$ cat src/include/mcr_pkg.sv
// Purpose: shared constants and types for the miscellaneous config register
// Assumes: 8-bit register port, 100 MHz reference clock
// Notes:   interrupt status/enable/clear registers sit next to the config
package mcr_pkg;

  // register offsets
  localparam logic [7:0] MCR_ADDR_CONFIG   = 8'h20;
  localparam logic [7:0] MCR_ADDR_IRQ_STAT = 8'h21;
  localparam logic [7:0] MCR_ADDR_IRQ_EN   = 8'h22;
  localparam logic [7:0] MCR_ADDR_IRQ_CLR  = 8'h23;

  // field positions of misc_config
  localparam int MCR_BIT_PERIPH_DIV   = 7;
  localparam int MCR_BIT_SS_SOURCE    = 6;
  localparam int MCR_BIT_SS_SOFT      = 5;
  localparam int MCR_BIT_PORTB_SENSE  = 3;
  localparam int MCR_BIT_PORTA_SENSE  = 1;
  localparam int MCR_BIT_SLOW_CPU     = 0;

  // interrupt status bit positions
  localparam int MCR_IRQ_PORTA = 0;
  localparam int MCR_IRQ_PORTB = 1;

  localparam logic [7:0] MCR_CONFIG_RESET = 8'h00;
  localparam logic [7:0] MCR_SENSE_MASK   = 8'h1E;
  localparam logic [1:0] MCR_IRQ_ZERO     = 2'h0;

  // clock divide ratios
  localparam int MCR_PERIPH_DIV_NORMAL = 2;
  localparam int MCR_PERIPH_DIV_SLOW   = 4;
  localparam int MCR_CPU_DIV_NORMAL    = 2;
  localparam int MCR_CPU_DIV_SLOW      = 32;

  // sensitivity encodings
  typedef enum logic [1:0] {
    MCR_SENSE_FALL_LOW = 2'h0,
    MCR_SENSE_RISE     = 2'h1,
    MCR_SENSE_FALL     = 2'h2,
    MCR_SENSE_BOTH     = 2'h3
  } mcr_sense_t;

endpackage

$ cat src/include/mcr_edge_if.sv
`timescale 1ns/1ps
// Purpose: carries one interrupt pin's sensitivity and request
// Assumes: single clock domain
// Notes:   none
interface mcr_edge_if;
  import mcr_pkg::*;
  logic [1:0] sense;
  logic       req;
  modport det (input sense, output req);
  modport top (output sense, input req);
endinterface

$ cat src/core/mcr_misc_config.sv
// The address-and-strobe port was decided locally.
`timescale 1ns/1ps
// Purpose: miscellaneous configuration register with external interrupts
// Assumes: 100 MHz clock, one-cycle strobes, read data one cycle later
// Notes:   sensitivity fields only change while the cpu mask flag is set
module mcr_misc_config
  import mcr_pkg::*;
(
  // clock and reset
  input  wire logic       ref_clk_i,
  input  wire logic       rst_i,
  // register port
  input  wire logic [7:0] addr_i,
  input  wire logic [7:0] wdata_i,
  input  wire logic       wr_i,
  input  wire logic       rd_i,
  output logic      [7:0] rdata_o,
  // cpu mask flag
  input  wire logic       cpu_irq_masked_i,
  // external pins
  input  wire logic       porta_ext_irq_i,
  input  wire logic       portb_ext_irq_i,
  input  wire logic       ss_pin_i,
  // configuration outputs
  output logic      [5:0] periph_clock_div_o,
  output logic      [5:0] cpu_clock_div_o,
  output logic            spi_ss_level_o,
  output logic            porta_ext_irq_o,
  output logic            portb_ext_irq_o,
  output logic            irq_o
);

  typedef struct packed {
    logic [7:0] cfg;
    logic [1:0] stat;
    logic [1:0] en;
    logic [7:0] rdata;
    logic [2:0] ss_sync;
    logic       ss_level;
    logic [5:0] pdiv;
    logic [5:0] cdiv;
    logic       ss_out;
    logic       reqa;
    logic       reqb;
    logic       irq;
  } mcr_state_t;

  mcr_state_t st;
  mcr_state_t next_st;

  mcr_edge_if ifa ();
  mcr_edge_if ifb ();

  // sense fields straight from the stored register
  assign ifa.sense = st.cfg[MCR_BIT_PORTA_SENSE +: 2];
  assign ifb.sense = st.cfg[MCR_BIT_PORTB_SENSE +: 2];

  mcr_edge_det u_det_a (
    .ref_clk_i (ref_clk_i),
    .rst_i     (rst_i),
    .pin_i     (porta_ext_irq_i),
    .ev        (ifa.det)
  );

  mcr_edge_det u_det_b (
    .ref_clk_i (ref_clk_i),
    .rst_i     (rst_i),
    .pin_i     (portb_ext_irq_i),
    .ev        (ifb.det)
  );

  // register writes, reads, status and derived outputs
  always_comb begin
    logic [1:0] clr;
    logic [7:0] keep;
    clr = MCR_IRQ_ZERO;
    keep = 8'h00;
    next_st = st;
    // slave-select pin passes three stages
    next_st.ss_sync = {st.ss_sync[1:0], ss_pin_i};
    if (st.ss_sync[2] == st.ss_sync[1]) begin
      next_st.ss_level = st.ss_sync[1];
    end
    if (wr_i) begin
      case (addr_i)
        MCR_ADDR_CONFIG: begin
          // masked cpu allows sense change, else keep old bits
          keep = cpu_irq_masked_i ? 8'h00 : MCR_SENSE_MASK;
          next_st.cfg = (wdata_i & ~keep) | (st.cfg & keep);
        end
        MCR_ADDR_IRQ_EN:  next_st.en = wdata_i[1:0];
        MCR_ADDR_IRQ_CLR: clr = wdata_i[1:0];
        default: ;
      endcase
    end
    // set beats clear in the same cycle
    next_st.stat = (st.stat & ~clr) | {ifb.req, ifa.req};
    next_st.rdata = 8'h00;
    if (rd_i) begin
      case (addr_i)
        MCR_ADDR_CONFIG:   next_st.rdata = st.cfg;
        MCR_ADDR_IRQ_STAT: next_st.rdata = {6'h00, st.stat};
        MCR_ADDR_IRQ_EN:   next_st.rdata = {6'h00, st.en};
        default:           next_st.rdata = 8'h00;
      endcase
    end
    // divide ratios for the clock generators downstream
    next_st.pdiv = next_st.cfg[MCR_BIT_PERIPH_DIV] ?
                   6'(MCR_PERIPH_DIV_SLOW) : 6'(MCR_PERIPH_DIV_NORMAL);
    next_st.cdiv = next_st.cfg[MCR_BIT_SLOW_CPU] ?
                   6'(MCR_CPU_DIV_SLOW) : 6'(MCR_CPU_DIV_NORMAL);
    // soft level frees the pin for general use
    next_st.ss_out = next_st.cfg[MCR_BIT_SS_SOURCE] ?
                     next_st.cfg[MCR_BIT_SS_SOFT] :
                     next_st.ss_level;
    next_st.reqa = ifa.req;
    next_st.reqb = ifb.req;
    next_st.irq = |(next_st.stat & next_st.en);
  end

  always_ff @(posedge ref_clk_i) begin
    if (rst_i) begin
      st <= '{cfg: MCR_CONFIG_RESET, stat: MCR_IRQ_ZERO, en: MCR_IRQ_ZERO,
              rdata: 8'h00, ss_sync: 3'h7, ss_level: 1'b1,
              pdiv: 6'(MCR_PERIPH_DIV_NORMAL),
              cdiv: 6'(MCR_CPU_DIV_NORMAL),
              ss_out: 1'b1, reqa: 1'b0, reqb: 1'b0, irq: 1'b0};
    end else begin
      st <= next_st;
    end
  end

  assign rdata_o            = st.rdata;
  assign periph_clock_div_o = st.pdiv;
  assign cpu_clock_div_o    = st.cdiv;
  assign spi_ss_level_o     = st.ss_out;
  assign porta_ext_irq_o    = st.reqa;
  assign portb_ext_irq_o    = st.reqb;
  assign irq_o              = st.irq;

  // checks
  AST_DIV_PERIPH: assert property (@(posedge ref_clk_i) disable iff (rst_i)
    periph_clock_div_o == (st.cfg[MCR_BIT_PERIPH_DIV] ? 6'h04 : 6'h02))
    else $error("peripheral divide mismatch");
  AST_DIV_CPU: assert property (@(posedge ref_clk_i) disable iff (rst_i)
    cpu_clock_div_o == (st.cfg[MCR_BIT_SLOW_CPU] ? 6'h20 : 6'h02))
    else $error("cpu divide mismatch");
  AST_SS_SOFT: assert property (@(posedge ref_clk_i) disable iff (rst_i)
    st.cfg[MCR_BIT_SS_SOURCE] |-> spi_ss_level_o == st.cfg[MCR_BIT_SS_SOFT])
    else $error("soft slave select wrong");
  AST_SS_PIN: assert property (@(posedge ref_clk_i) disable iff (rst_i)
    !st.cfg[MCR_BIT_SS_SOURCE] |-> spi_ss_level_o == st.ss_level)
    else $error("pin slave select wrong");
  AST_SENSE_LOCK: assert property (@(posedge ref_clk_i) disable iff (rst_i)
    (wr_i && addr_i == MCR_ADDR_CONFIG && !cpu_irq_masked_i) |=>
    (st.cfg & MCR_SENSE_MASK) == ($past(st.cfg) & MCR_SENSE_MASK))
    else $error("sense changed while unmasked");
  AST_WRITE: assert property (@(posedge ref_clk_i) disable iff (rst_i)
    (wr_i && addr_i == MCR_ADDR_CONFIG && cpu_irq_masked_i) |=>
    st.cfg == $past(wdata_i))
    else $error("config write lost");
  AST_READ: assert property (@(posedge ref_clk_i) disable iff (rst_i)
    (rd_i && addr_i == MCR_ADDR_CONFIG && !wr_i) ##1 1'b1 |->
    rdata_o == $past(st.cfg))
    else $error("config read wrong");
  AST_SENSE_A: assert property (@(posedge ref_clk_i) disable iff (rst_i)
    ifa.sense == st.cfg[2:1])
    else $error("port A sense wrong");
  AST_SENSE_B: assert property (@(posedge ref_clk_i) disable iff (rst_i)
    ifb.sense == st.cfg[4:3])
    else $error("port B sense wrong");
  AST_RISE_ONCE: assert property (@(posedge ref_clk_i) disable iff (rst_i)
    (ifa.sense == 2'h1 && ifa.req) |=> !ifa.req)
    else $error("double rising request");
  AST_IRQ: assert property (@(posedge ref_clk_i) disable iff (rst_i)
    irq_o == |(st.stat & st.en))
    else $error("irq output wrong");

  // reset leaves the register and every output at its idle value
  AST_RESET_CFG: assert property (@(posedge ref_clk_i)
    rst_i |=> st.cfg == MCR_CONFIG_RESET)
    else $error("config not cleared by reset");
  AST_RESET_DIV: assert property (@(posedge ref_clk_i)
    rst_i |=> periph_clock_div_o == 6'(MCR_PERIPH_DIV_NORMAL) &&
              cpu_clock_div_o == 6'(MCR_CPU_DIV_NORMAL))
    else $error("divides not normal after reset");
  AST_RESET_OUT: assert property (@(posedge ref_clk_i)
    rst_i |=> rdata_o == 8'h00 && !irq_o && !porta_ext_irq_o &&
              !portb_ext_irq_o)
    else $error("outputs not idle after reset");
  AST_RESET_SS: assert property (@(posedge ref_clk_i)
    rst_i |=> spi_ss_level_o)
    else $error("slave select not idle after reset");

  // read port: data stand one cycle only, zero otherwise
  AST_RDATA_IDLE: assert property (@(posedge ref_clk_i) disable iff (rst_i)
    !rd_i |=> rdata_o == 8'h00)
    else $error("read data not zero when idle");
  AST_READ_STAT: assert property (@(posedge ref_clk_i) disable iff (rst_i)
    (rd_i && addr_i == MCR_ADDR_IRQ_STAT) |=>
    rdata_o == {6'h00, $past(st.stat)})
    else $error("status read wrong");
  AST_READ_EN: assert property (@(posedge ref_clk_i) disable iff (rst_i)
    (rd_i && addr_i == MCR_ADDR_IRQ_EN) |=>
    rdata_o == {6'h00, $past(st.en)})
    else $error("enable read wrong");
  AST_READ_UNMAPPED: assert property (@(posedge ref_clk_i)
    disable iff (rst_i)
    (rd_i && addr_i != MCR_ADDR_CONFIG && addr_i != MCR_ADDR_IRQ_STAT &&
     addr_i != MCR_ADDR_IRQ_EN) |=> rdata_o == 8'h00)
    else $error("unmapped read not zero");

  // config write path: unmasked writes still reach the other fields
  AST_KEEP_OTHERS: assert property (@(posedge ref_clk_i) disable iff (rst_i)
    (wr_i && addr_i == MCR_ADDR_CONFIG && !cpu_irq_masked_i) |=>
    (st.cfg & ~MCR_SENSE_MASK) == ($past(wdata_i) & ~MCR_SENSE_MASK))
    else $error("unmasked write lost other bits");
  AST_CFG_HOLD: assert property (@(posedge ref_clk_i) disable iff (rst_i)
    (!wr_i || addr_i != MCR_ADDR_CONFIG) |=> st.cfg == $past(st.cfg))
    else $error("config changed without a write");
  AST_SENSE_WR_A: assert property (@(posedge ref_clk_i) disable iff (rst_i)
    (wr_i && addr_i == MCR_ADDR_CONFIG && cpu_irq_masked_i) |=>
    ifa.sense == $past(wdata_i[MCR_BIT_PORTA_SENSE +: 2]))
    else $error("port A sense write lost");
  AST_SENSE_WR_B: assert property (@(posedge ref_clk_i) disable iff (rst_i)
    (wr_i && addr_i == MCR_ADDR_CONFIG && cpu_irq_masked_i) |=>
    ifb.sense == $past(wdata_i[MCR_BIT_PORTB_SENSE +: 2]))
    else $error("port B sense write lost");
  AST_DIV_STABLE: assert property (@(posedge ref_clk_i) disable iff (rst_i)
    !wr_i |=> $stable(periph_clock_div_o) && $stable(cpu_clock_div_o))
    else $error("divide moved without a write");

  // enable and status bookkeeping; a set in the clear cycle wins
  AST_EN_WRITE: assert property (@(posedge ref_clk_i) disable iff (rst_i)
    (wr_i && addr_i == MCR_ADDR_IRQ_EN) |=> st.en == $past(wdata_i[1:0]))
    else $error("enable write lost");
  AST_STAT_SET_A: assert property (@(posedge ref_clk_i) disable iff (rst_i)
    ifa.req |=> st.stat[MCR_IRQ_PORTA])
    else $error("port A status not set");
  AST_STAT_SET_B: assert property (@(posedge ref_clk_i) disable iff (rst_i)
    ifb.req |=> st.stat[MCR_IRQ_PORTB])
    else $error("port B status not set");
  AST_SET_WINS_A: assert property (@(posedge ref_clk_i) disable iff (rst_i)
    (ifa.req && wr_i && addr_i == MCR_ADDR_IRQ_CLR) |=>
    st.stat[MCR_IRQ_PORTA])
    else $error("clear beat port A set");
  AST_SET_WINS_B: assert property (@(posedge ref_clk_i) disable iff (rst_i)
    (ifb.req && wr_i && addr_i == MCR_ADDR_IRQ_CLR) |=>
    st.stat[MCR_IRQ_PORTB])
    else $error("clear beat port B set");
  AST_STAT_CLR_A: assert property (@(posedge ref_clk_i) disable iff (rst_i)
    (wr_i && addr_i == MCR_ADDR_IRQ_CLR && wdata_i[MCR_IRQ_PORTA] &&
     !ifa.req) |=> !st.stat[MCR_IRQ_PORTA])
    else $error("port A status not cleared");
  AST_STAT_CLR_B: assert property (@(posedge ref_clk_i) disable iff (rst_i)
    (wr_i && addr_i == MCR_ADDR_IRQ_CLR && wdata_i[MCR_IRQ_PORTB] &&
     !ifb.req) |=> !st.stat[MCR_IRQ_PORTB])
    else $error("port B status not cleared");
  AST_STAT_HOLD_A: assert property (@(posedge ref_clk_i) disable iff (rst_i)
    (st.stat[MCR_IRQ_PORTA] && !(wr_i && addr_i == MCR_ADDR_IRQ_CLR &&
     wdata_i[MCR_IRQ_PORTA])) |=> st.stat[MCR_IRQ_PORTA])
    else $error("port A status lost");
  AST_STAT_HOLD_B: assert property (@(posedge ref_clk_i) disable iff (rst_i)
    (st.stat[MCR_IRQ_PORTB] && !(wr_i && addr_i == MCR_ADDR_IRQ_CLR &&
     wdata_i[MCR_IRQ_PORTB])) |=> st.stat[MCR_IRQ_PORTB])
    else $error("port B status lost");
  AST_STAT_RO: assert property (@(posedge ref_clk_i) disable iff (rst_i)
    (wr_i && addr_i == MCR_ADDR_IRQ_STAT && !ifa.req && !ifb.req) |=>
    st.stat == $past(st.stat))
    else $error("status took a write");
  AST_IRQ_OFF: assert property (@(posedge ref_clk_i) disable iff (rst_i)
    st.en == MCR_IRQ_ZERO |-> !irq_o)
    else $error("irq raised while disabled");

  // request outputs mirror the detectors one cycle late
  AST_REQ_OUT_A: assert property (@(posedge ref_clk_i) disable iff (rst_i)
    porta_ext_irq_o == $past(ifa.req))
    else $error("port A request output wrong");
  AST_REQ_OUT_B: assert property (@(posedge ref_clk_i) disable iff (rst_i)
    portb_ext_irq_o == $past(ifb.req))
    else $error("port B request output wrong");

  // edge modes give a single-cycle pulse per settled transition
  AST_RISE_ONCE_B: assert property (@(posedge ref_clk_i) disable iff (rst_i)
    (ifb.sense == MCR_SENSE_RISE && ifb.req) |=> !ifb.req)
    else $error("double port B rising request");
  AST_FALL_ONCE_A: assert property (@(posedge ref_clk_i) disable iff (rst_i)
    (ifa.sense == MCR_SENSE_FALL && ifa.req) |=> !ifa.req)
    else $error("double port A falling request");
  AST_FALL_ONCE_B: assert property (@(posedge ref_clk_i) disable iff (rst_i)
    (ifb.sense == MCR_SENSE_FALL && ifb.req) |=> !ifb.req)
    else $error("double port B falling request");
  AST_BOTH_ONCE_A: assert property (@(posedge ref_clk_i) disable iff (rst_i)
    (ifa.sense == MCR_SENSE_BOTH && ifa.req) |=> !ifa.req)
    else $error("double port A edge request");
  AST_BOTH_ONCE_B: assert property (@(posedge ref_clk_i) disable iff (rst_i)
    (ifb.sense == MCR_SENSE_BOTH && ifb.req) |=> !ifb.req)
    else $error("double port B edge request");

  // slave-select level only moves once two sync stages agree
  AST_SS_SETTLE: assert property (@(posedge ref_clk_i) disable iff (rst_i)
    (st.ss_sync[2] == st.ss_sync[1]) |=>
    st.ss_level == $past(st.ss_sync[1]))
    else $error("slave select level not settled");
  AST_SS_HOLD: assert property (@(posedge ref_clk_i) disable iff (rst_i)
    (st.ss_sync[2] != st.ss_sync[1]) |=> $stable(st.ss_level))
    else $error("slave select level moved early");

  COV_WRITE_MASKED: cover property (@(posedge ref_clk_i)
    wr_i && addr_i == MCR_ADDR_CONFIG && cpu_irq_masked_i);
  COV_WRITE_UNMASKED: cover property (@(posedge ref_clk_i)
    wr_i && addr_i == MCR_ADDR_CONFIG && !cpu_irq_masked_i);
  COV_IRQ_A: cover property (@(posedge ref_clk_i) ifa.req);
  COV_IRQ_OUT: cover property (@(posedge ref_clk_i) irq_o);
  COV_SLOW_CPU: cover property (@(posedge ref_clk_i)
    cpu_clock_div_o == 6'(MCR_CPU_DIV_SLOW));

endmodule

$ cat src/core/mcr_edge_det.sv
`timescale 1ns/1ps
// Purpose: synchronise one external interrupt pin and detect its event
// Assumes: pin is asynchronous to ref_clk_i
// Notes:   req is a one-cycle pulse, or a level for falling-edge-and-low
module mcr_edge_det
  import mcr_pkg::*;
(
  // clock and reset
  input  wire logic ref_clk_i,
  input  wire logic rst_i,
  // pin and link to top
  input  wire logic pin_i,
  mcr_edge_if.det   ev
);

  typedef struct packed {
    logic [2:0] sync;
    logic       level;
    logic       req;
  } mcr_det_state_t;

  mcr_det_state_t st;
  mcr_det_state_t next_st;

  // the level only moves once the second and third stages agree
  always_comb begin
    logic fall;
    logic rise;
    fall = 1'b0;
    rise = 1'b0;
    next_st = st;
    next_st.sync = {st.sync[1:0], pin_i};
    if (st.sync[2] == st.sync[1] && st.sync[1] != st.level) begin
      next_st.level = st.sync[1];
      fall = ~st.sync[1];
      rise = st.sync[1];
    end
    // one transition gives one request in the edge senses; falling-edge-and-low also holds it while low
    case (mcr_sense_t'(ev.sense))
      MCR_SENSE_FALL_LOW: next_st.req = fall | ~next_st.level;
      MCR_SENSE_RISE:     next_st.req = rise;
      MCR_SENSE_FALL:     next_st.req = fall;
      MCR_SENSE_BOTH:     next_st.req = rise | fall;
      default:            next_st.req = 1'b0;
    endcase
  end

  // idle level is high so reset does not fake a falling edge
  always_ff @(posedge ref_clk_i) begin
    if (rst_i) begin
      st <= '{sync: 3'h7, level: 1'b1, req: 1'b0};
    end else begin
      st <= next_st;
    end
  end

  assign ev.req = st.req;

endmodule

$ cat config.mk
export PLATFORM = sky130hd
export DESIGN_NAME = mcr_misc_config
export DESIGN_NICKNAME = d
export VERILOG_FILES = /design/src/include/mcr_pkg.sv /design/src/include/mcr_edge_if.sv /design/src/core/mcr_misc_config.sv /design/src/core/mcr_edge_det.sv
export SDC_FILE = /design/constraint.sdc
export NUM_CORES = 1
export LEC_CHECK = 0
export ABC_AREA = 1
export BUFFER_PORTS_ARGS = -buffer_cell sky130_fd_sc_hd__buf_4
export CORE_MARGIN = 1.5
export CORE_UTILIZATION = 55
export DETAILED_ROUTE_END_ITERATION = 6
export GPL_TIMING_DRIVEN = 0
export HOLD_SLACK_MARGIN = 0.1
export PLACE_DENSITY = 0.79
export SETUP_SLACK_MARGIN = 0.5
export SLEW_MARGIN = 20
export SYNTH_ARGS = -nofsm -noshare
export SYNTH_HDL_FRONTEND = slang
export SYNTH_SLANG_ARGS = --single-unit
$ cat constraint.sdc
create_clock -name ref_clk_i -period 3.9 [get_ports ref_clk_i]
set_clock_uncertainty 0.15 [all_clocks]
set_input_delay 0.195 -clock ref_clk_i [delete_from_list [all_inputs] [get_ports ref_clk_i]]
set_output_delay 0.195 -clock ref_clk_i [all_outputs]
set_load 0.005 [all_outputs]
; ---- Word-level counts from Yosys, hierarchy flattened
; Index checks and enable logic that the tools add are counted.
[totals]
register_bits = 50
latch_bits = 0
mem_bits_rw = 0
rom_bits = 0
elab_cells = 78
mem_count = 0
[op_classes]
add_sub_neg = 0
multipliers = 0
div_mod_pow = 0
magnitude_cmp = 0
n_eq_ne = 15
shifts = 0
muxes = 20
bitwise_logic = 17
n_reduce_logical = 7
[op_table]
columns = cell, n
row1 = == test 8 x 6 -> 1 bit (second input constant), 4
row2 = case mux 8 bit (3 select lines), 1
row3 = 2-to-1 mux 8 bit, 2
row4 = AND 8 x 5 -> 8 bit, 1
row5 = AND 8 bit, 1
row6 = == test 2 bit (second input constant), 4
row7 = 2-to-1 mux 1 bit, 8
row8 = 2-to-1 mux 2 bit, 4
row9 = NOT 5 -> 8 bit, 1
row10 = bitwise OR 8 bit, 1
row11 = case mux 1 bit (4 select lines), 2
row12 = 2-to-1 mux 6 bit, 1
row13 = 2-to-1 mux 5 bit, 1
row14 = NOT 1 bit, 5
row15 = AND 2 bit, 2
row16 = == test 2 x 1 -> 1 bit (second input constant), 2
row17 = logical NOT 2 bit, 2
row18 = bitwise OR 1 bit, 4
row19 = OR reduction 2 bit, 2
row20 = == test 1 bit, 3
row21 = 2-to-1 mux 3 bit, 1
row22 = logical AND 1 bit, 2
row23 = inequality test 1 bit, 2
row24 = NOT 2 bit, 1
row25 = other kinds (2), 2

; ---- Longest topological paths before layout
; Gate-level depths: netlist of run 1.
[logic_depth]
depth_word = 8
ltp_mapped = 9
ltp_nobuf = 9

; ---- Modules after synthesis
; Synthesis of run 1 repeated with hierarchy kept, for this count alone.
[unflattened]
cells_unflattened = 255
hier_area_um2 = 1893.1
[by_module_without_submodules]
columns = module, instances, cells_per_inst, area_each_um2, seq_area_each_um2
row1 = mcr_misc_config, 1, 179, 1372.6, 600.6
row2 = mcr_edge_det, 2, 38, 260.2, 100.1

; ---- Least setup slack after synthesis of run 1
; No wires, ideal clock.
[synth_path]
path_kind = register to register
from = register (tool-made name)
to = register u_det_a.st, in the netlist u_det_a.ev.req
setup_time_ns = 0.074
arrival_time_ns = 1.090
path_slack_ns = 2.586
stages_incl_launch_ff = 6
path_buffers = 0
synth_period_minus_slack_ns = 1.314
path_cell_list = dfxtp_1 > inv_1 > ha_1 > inv_1 > or2_2 > o21ai_0
[synth_rtl]
columns = item, line
row1 = "end signal, assigned", mcr_edge_det.sv:51  ; st <= '{sync: 3'h7, level: 1'b1, req: 1'b0};
row2 = "end signal, assigned", mcr_edge_det.sv:53  ; st <= next_st;
row3 = "end, declared", mcr_edge_det.sv:22  ; mcr_det_state_t st;

==> results of run 1 <==
layout make-up:
| class | instances | area (um2) | area share (%) |
|---|---|---|---|
| multi-input cells | 144 | 714 | 28.5 |
| flip-flops and latches | 40 | 801 | 31.9 |
| well taps | 44 | 55.1 | 2.19 |
| plain buffers | 23 | 163 | 6.48 |
| clock inverters | 2 | 38.8 | 1.55 |
| repair buffers | 66 | 566 | 22.5 |
| clock buffers | 6 | 51.3 | 2.04 |
| inverters | 32 | 120 | 4.79 |
per-layer routing:
metal  vias up  GRT usage, %
met5         -             0
met4         0          9.52
met3         8          7.14
met2        44          41.6
met1       740          24.4
li1        844             -
worst max-delay path by stage:
stage,from,end,depth (start not counted)
floorplan,flop,u_det_a.ev.req$_SDFF_PP0_,5
CTS,addr_i[2],flop,11
detailed placement,addr_i[1],flop,7
global placement,addr_i[1],flop,7
global route,addr_i[2],flop,11
finish,addr_i[2],flop,11
power breakdown:
part / switching [mW] / leakage, nW / internal, mW
clock: 0.140 / 0.0484 / 0.154
combinational: 0.0285 / 0.972 / 0.0384
sequential: 0.00167 / 0.324 / 0.413
total: 0.170 / 1.34 / 0.605
sequential cells by signal, indices dropped and copies added, names as in the netlist, named ones only:
signal              cells
st                      9
rdata_o                 8
next_st                 2
periph_clock_div_o      2
u_det_a.next_st         2
u_det_a.st              2
u_det_b.next_st         2
u_det_b.st              2
cpu_clock_div_o         1
irq_o                   1
porta_ext_irq_o         1
portb_ext_irq_o         1
spi_ss_level_o          1
u_det_a.ev.req          1
u_det_b.ev.req          1
cells in the mapped netlist, types with 4 or more instances:
cell | n | area share, %
buf_4 | 20 | 8.5
a21oi_1 | 5 | 1.4
nor3_1 | 5 | 1.4
nand2_1 | 54 | 11
nor2_1 | 22 | 4.7
inv_1 | 32 | 6.8
nor2_2 | 4 | 1.4
ha_1 | 6 | 4.2
or2_2 | 8 | 2.8
o21ai_0 | 8 | 2.3
dfxtp_1 | 40 | 45
nand3_1 | 14 | 4.0
cell usage in the layout, fill, tap and decap left out, drive strengths merged:
cell | synthesis | routed
a21oi | 5 | 5
buf | 21 | 59
bufinv | 0 | 1
clkbuf | 2 | 8
clkinv | 0 | 1
conb | 1 | 8
dfxtp | 40 | 40
dlygate4sd3 | 0 | 28
ha | 6 | 6
inv | 32 | 32
nand2 | 56 | 56
nand3 | 14 | 14
nand4 | 1 | 1
nor2 | 26 | 26
nor3 | 6 | 6
nor3b | 2 | 2
o211ai | 1 | 1
o21ai | 8 | 8
o21bai | 1 | 1
o22ai | 1 | 1
o31ai | 1 | 1
or2 | 8 | 8
repair_timing:
action	4_1_cts	5_1_grt
hold endpoints to repair	23	0
hold buffers	28	0
endpoints found under the setup margin	0	0
cell families (layout without fill, tap and decap cells):
kind of cell / Yosys count / count (layout) / synth area share, %
fa+ha+maj: 6 / 6 / 4.24
flops: 40 / 40 / 45.2
other cells: 1 / 8 / 0.212
simple gates: 113 / 113 / 29.1
buf+inv: 55 / 129 / 16.0
compound gates: 17 / 17 / 5.30
worst max-delay path: cells and delay by family:
| family | cells | cell delay [ns] |
|---|---|---|
| buffers and inverters | 5 | 2.37 |
| and+or+nand+nor | 6 | 0.76 |
per-stage QoR:
step / total power [mW] / setup WS [ns] / util (%) / hold slack [ns]
after global placement: 0.475 / 2.42 / 70.0 / 0.229
after floorplan: 0.450 / 2.59 / - / 0.149
final: 0.775 / 0.656 / 82.2 / 0.135
after global routing: 0.805 / 0.561 / 82.2 / 0.144
after CTS: 0.779 / 0.713 / 82.2 / 0.119
after detailed placement: 0.475 / 2.40 / 70.0 / 0.233
==> results.rst, run 1 <==
.. list-table::
   :header-rows: 1

   * - Metric
     - Value
   * - Drc violations
     - 0
   * - Instance count after placement with tap cells included
     - 321
   * - Clock root cell
     - clkbuf_4
   * - Vertical extent of the die
     - 59.8 um
   * - Fraction of layout cells with a size suffix above 1
     - between 20% and 30%
   * - Maximum root-to-sink buffer count
     - 2
   * - Classification of the worst setup path
     - in -> reg
   * - Die X
     - 59.8 um
   * - Synthesized flop and latch total
     - 40
   * - Cell Count, Final, Fillers Out
     - 357
   * - GRT Overall Usage
     - between 20% and 30%
   * - Share of the yosys chip area belonging to registers
     - 45.2%
   * - Cell depth of the worst hold path
     - 6
   * - First-pass GRT wire length
     - 5.98 mm
   * - Post-Syn Instances
     - 232
   * - Detail-routed via count per cell
     - 4.58
   * - Run status
     - completed
   * - Setup TNS Final
     - 0 ns
   * - Number of iterations in the first detailed-routing pass
     - 4
   * - Area growth syn-to-layout
     - 41.6%
   * - Area after DPL
     - 2140 um2
   * - Ys flop type
     - dfxtp_1
   * - Initial antenna violation count
     - 0
   * - Highest cell delay on the worst timing path
     - about 0.6 ns
   * - Hold Path Class
     - in -> reg
   * - Critical Path Start Type
     - input port
   * - Cells resized by post-CTS repair
     - 0
   * - Clock sinks
     - 40
   * - Initial cell density of the core
     - 58.0%
   * - Category of the worst setup path capture point
     - flop
   * - Number of buffers created by CTS
     - 5
   * - Count of warnings emitted by yosys
     - 0
   * - Clock-pin slew reported for the worst setup and hold paths after clock tree synthesis
     - between 0.1 and 0.15 ns
   * - Top Metal Used
     - met4
   * - Post-CTS setup buffers
     - 0
   * - Number of slew-limit violations in the final report
     - 0
   * - EDFF count, synth
     - 0
   * - Gp weighted congestion
     - 0.773
   * - Req. time, crit path
     - 3.99 ns
   * - Power per standard cell area
     - 309 nW/um2
   * - Met3 Wirelength
     - 195 um
   * - Number of global-route vias before repair
     - 1432
   * - Core outline area
     - 3050 um2
   * - Post-Synthesis Cell Area
     - approximately 1800 um2
   * - Detailed router's first-iteration violation count
     - 31
   * - Wirelength, routed
     - 3.75 mm
   * - CTS tree
     - built
   * - Number of rows created at floorplan
     - 20
   * - Wire length per cell
     - 10.5 um
   * - Async S/R FF share, synth
     - 0%
   * - Antenna diodes
     - 0
   * - IO Port Bufs
     - 38
   * - Cell Chain, Critical Path
     - dlygate4sd3_1 > buf_4 > nor2_2 > dlygate4sd3_1 > nand2_4 > nor3_4 > nand2_4 > nor2_1 > dlygate4sd3_1 > nor2_1 > dlygate4sd3_1
   * - Final number of hold-violating endpoints
     - 0
   * - Cell variety after synth
     - 23
   * - Final Instance Area
     - 2510 um2
   * - Antenna Violating Nets Remaining
     - 0
   * - Highest Clock Rate
     - 0.308 GHz
   * - Largest net degree at the start of global routing
     - 14
   * - Synthesized area divided by synthesized cell count
     - ~7.6 um2
   * - Worst hold start
     - addr_i[0]
   * - Congestion Overflow GR
     - 0
   * - FILL cells
     - between 200 and 250
   * - Top Ports
     - 48
   * - Most common cell type on the critical path
     - dlygate4sd3_1
   * - Via count
     - 1636
   * - HPWL after DPL
     - 2.39 mm
   * - Hold-critical path endpoint
     - st[30]$_SDFF_PP0_
   * - Arrival @ worst endpoint
     - 3.33 ns
   * - R2r worst-path depth
     - 5
   * - Setup-violating endpoint count in the final report
     - 0
   * - Number of nets in the layout
     - 342
   * - Post-layout min period
     - 3.24 ns
   * - Worst skew pair latency
     - between 0.3 and 0.4 ns
   * - Leakage power of the design
     - between 1 and 1.5 nW
   * - Reg-to-reg slack, setup
     - 2.44 ns
   * - Max-cap violations
     - 0
   * - Worst flop-to-flop path endpoint
     - rdata_o[1]$_SDFF_PP0_
   * - Worst-path cell with the longest stage delay
     - dlygate4sd3_1
   * - Level count of the clock H-tree
     - 2
   * - Part of the cycle the worst path needs
     - 83.2%
   * - WL met1
     - 1.52 mm
   * - Setup repair after global routing missed its margin
     - false
   * - Top fanout value on the critical path
     - 8
   * - Wire length on met2
     - ~2 mm
   * - Area of the die
     - 3570 um2
   * - Maximum vdd drop
     - 0.000298 V
Power figures use the tool's default switching activity.
==> run 2: changes to the inputs <==
Settings changed: ABC_AREA 1 to 0, CORE_UTILIZATION 55 to 46, PLACE_DENSITY 0.79 to 0.71.
Clock period 3.9 ns to 2.6 ns, I/O delays scaled along.
==> results.rst, run 2 <==
.. list-table::
   :header-rows: 1

   * - Metric
     - Value
   * - Vertical extent of the die
     - 63.6 um
   * - Most common cell in the netlist
     - dfxtp_1
   * - Worst slack on hold paths
     - 0.118 ns
   * - Post-Syn Instances
     - 170
   * - Category of the worst setup path capture point
     - flop
   * - Detailed router's first-iteration violation count
     - 18
   * - Arrival @ worst endpoint
     - 1.88 ns
   * - Die X
     - ~64 um
   * - Number of slew-limit violations in the final report
     - 0
   * - Post-layout min period
     - 1.85 ns
   * - Highest Clock Rate
     - 0.542 GHz
   * - Number of rows created at floorplan
     - 21
   * - Antenna diodes
     - 0
   * - Commonest cells in the netlist
     - dfxtp_1 (40), buf_4 (20), nor2_1 (19)
   * - Antenna Violating Nets Remaining
     - 0
   * - CTS tree
     - built
   * - Core outline area
     - 3440 um2
   * - Setup crit start
     - addr_i[1]
   * - Clock sinks
     - 40
   * - Clock root cell
     - clkbuf_8
   * - Largest register by flop count
     - st
   * - Critical Path Start Type
     - input port
   * - Cell variety after synth
     - 34
   * - Count of warnings emitted by yosys
     - 0
   * - Post-Synthesis Cell Area
     - 1690 um2
   * - Worst skew pair latency
     - ~0.29 ns
   * - Top Metal Used
     - met4
   * - Classification of the worst setup path
     - in -> reg
   * - Maximum root-to-sink buffer count
     - 2
   * - Gp weighted congestion
     - 0.744
   * - Top fanout value on the critical path
     - 10
   * - Fraction of layout cells with a size suffix above 1
     - between 30% and 40%
   * - Leakage power of the design
     - 1.07 nW
   * - First-pass GRT wire length
     - 5.40 mm
   * - Highest-count cells in the layout ignoring fill and taps
     - buf_4 (58), dfxtp_1 (40), nor2_1 (19), dlygate4sd3_1 (13), mux2i_1 (12)
   * - Via count
     - between 1000 and 1500
   * - Area growth syn-to-layout
     - 36.1%
   * - EDFF count, synth
     - 0
   * - Wirelength, routed
     - approximately 3.2 mm
   * - Top Ports
     - 48
   * - WL met1
     - around 1.4 mm
   * - Number of buffers created by CTS
     - 5
   * - Req. time, crit path
     - 2.63 ns
   * - Final number of hold-violating endpoints
     - 0
   * - Area share of the leading cell type in the synthesized netlist
     - 47.3%
   * - HPWL after DPL
     - between 2 and 2.5 mm
   * - Setup TNS Final
     - 0 ns
   * - Leading area contributor after synthesis
     - dfxtp_1
   * - Run status
     - completed
   * - Async S/R FF share, synth
     - 0%
   * - Wire length on met2
     - 1.50 mm
   * - Detail-routed via count per cell
     - 4.59
   * - Initial antenna violation count
     - 0
   * - Hold Path Class
     - in -> reg
   * - Number of nets in the layout
     - between 200 and 300
   * - Synthesized flop and latch total
     - 40
   * - Max-cap violations
     - 0
   * - Area of the die
     - 4050 um2
   * - Worst hold start
     - addr_i[3]
   * - Number of iterations in the first detailed-routing pass
     - 6
   * - Max reg flops
     - 9
   * - Synthesized area divided by synthesized cell count
     - around 10 um2
   * - Part of the cycle the worst path needs
     - 71.0%
   * - GRT Overall Usage
     - between 10% and 20%
   * - Post-CTS setup buffers
     - 0
   * - Drc violations
     - 0
   * - Congestion Overflow GR
     - 0
   * - Share of the yosys chip area belonging to registers
     - about 47%
   * - Leading cell types by total area after synthesis
     - dfxtp_1 (47%), buf_4 (8.9%), mux2i_1 (7.1%)
   * - Wire length per cell
     - roughly 11 um
   * - Largest net degree at the start of global routing
     - 14
   * - Leading cell type in the layout, fill and taps excluded
     - buf_4
   * - Setup-violating endpoint count in the final report
     - 0
   * - Met3 Wirelength
     - 203 um
   * - IO Port Bufs
     - 38
   * - Power per standard cell area
     - 523 nW/um2
   * - Ys flop type
     - dfxtp_1
   * - Initial cell density of the core
     - between 40% and 50%
   * - Level count of the clock H-tree
     - 2
   * - Maximum vdd drop
     - 0.000439 V
   * - Setup repair after global routing missed its margin
     - false
   * - Number of global-route vias before repair
     - 1282
   * - Clock-pin slew reported for the worst setup and hold paths after clock tree synthesis
     - ~0.08 ns
[run 2: cell count changes after synthesis, sizes merged, moves of 7 or more]
| cell | delta |
|---|---|
| nand2 | -54 |
| nor2 | -7 |
| nand3 | -13 |
| inv | -25 |
| mux2i | +12 |
[run 2: path summary, 6_finish.rpt]
check	to	slack [ns]	depth (start not counted)
max	cpu_clock_div_o[1]$_SDFF_PP1_	0.75	6
min	st[30]$_SDFF_PP0_	0.12	5
max reg2reg	u_det_a.ev.req$_SDFF_PP0_	1.03	6
min reg2reg	u_det_a.next_st[4]$_SDFF_PP1_	0.27	1
[run 2: final cells by class]
| class | count | area, um2 |
|---|---|---|
| fill | 295 | 1140 |
| inverter | 7 | 26.3 |
| clock buffer | 5 | 68.8 |
| clock inverter | 3 | 42.5 |
| multi-input combinational | 105 | 721 |
| sequential | 40 | 801 |
| timing repair buffer | 51 | 415 |
| buffer | 25 | 170 |
| tap | 46 | 57.6 |
[run 2: cells by family (layout without fill, tap and decap cells)]
group,after synthesis,after routing,synth area share (%)
buf+inv,32,91,11.6
flops,40,40,47.3
mux,12,12,7.10
compound gates,21,21,8.14
simple gates,58,58,21.2
fa+ha+maj,6,6,4.44
other cells,1,8,0.222
[run 2: power breakdown]
part	switching [mW]	internal (mW)	leakage, nW
clock	0.210	0.284	0.0541
sequential	0.00345	0.619	0.324
combinational	0.0337	0.0540	0.694
[run 2: critical path, cell delays in order]
cell	delay, ns
dlygate4sd3_1	0.54
buf_2	0.18
nor3b_1	0.32
nand3_2	0.23
mux2i_1	0.20
or2_2	0.27
[run 2: stage by stage]
stage | power, mW | std cells | worst slack [ns] | utilization [%] | area [um2]
finish | 1.20 | 282 | 0.754 | 66.9 | 2300
detailed placement | 0.708 | 261 | 0.897 | 59.9 | 2060
floorplan | 0.671 | 177 | 1.15 | - | 1720
global route | 1.25 | 282 | 0.623 | 66.9 | 2300
CTS | 1.21 | 282 | 0.756 | 66.9 | 2300
global placement | 0.706 | 261 | 0.926 | 59.9 | 2060
[run 2: routing by layer]
layer / global-route usage, % / vias to the layer above
met5: 0 / -
met4: 5.71 / 0
met3: 5.00 / 4
met2: 28.7 / 41
met1: 20.7 / 570
li1: - / 678
[run 2: timing repair]
action,4_1_cts,5_1_grt
hold buffers,13,0
gates resized for setup,0,0
endpoints found under the hold margin,24,0
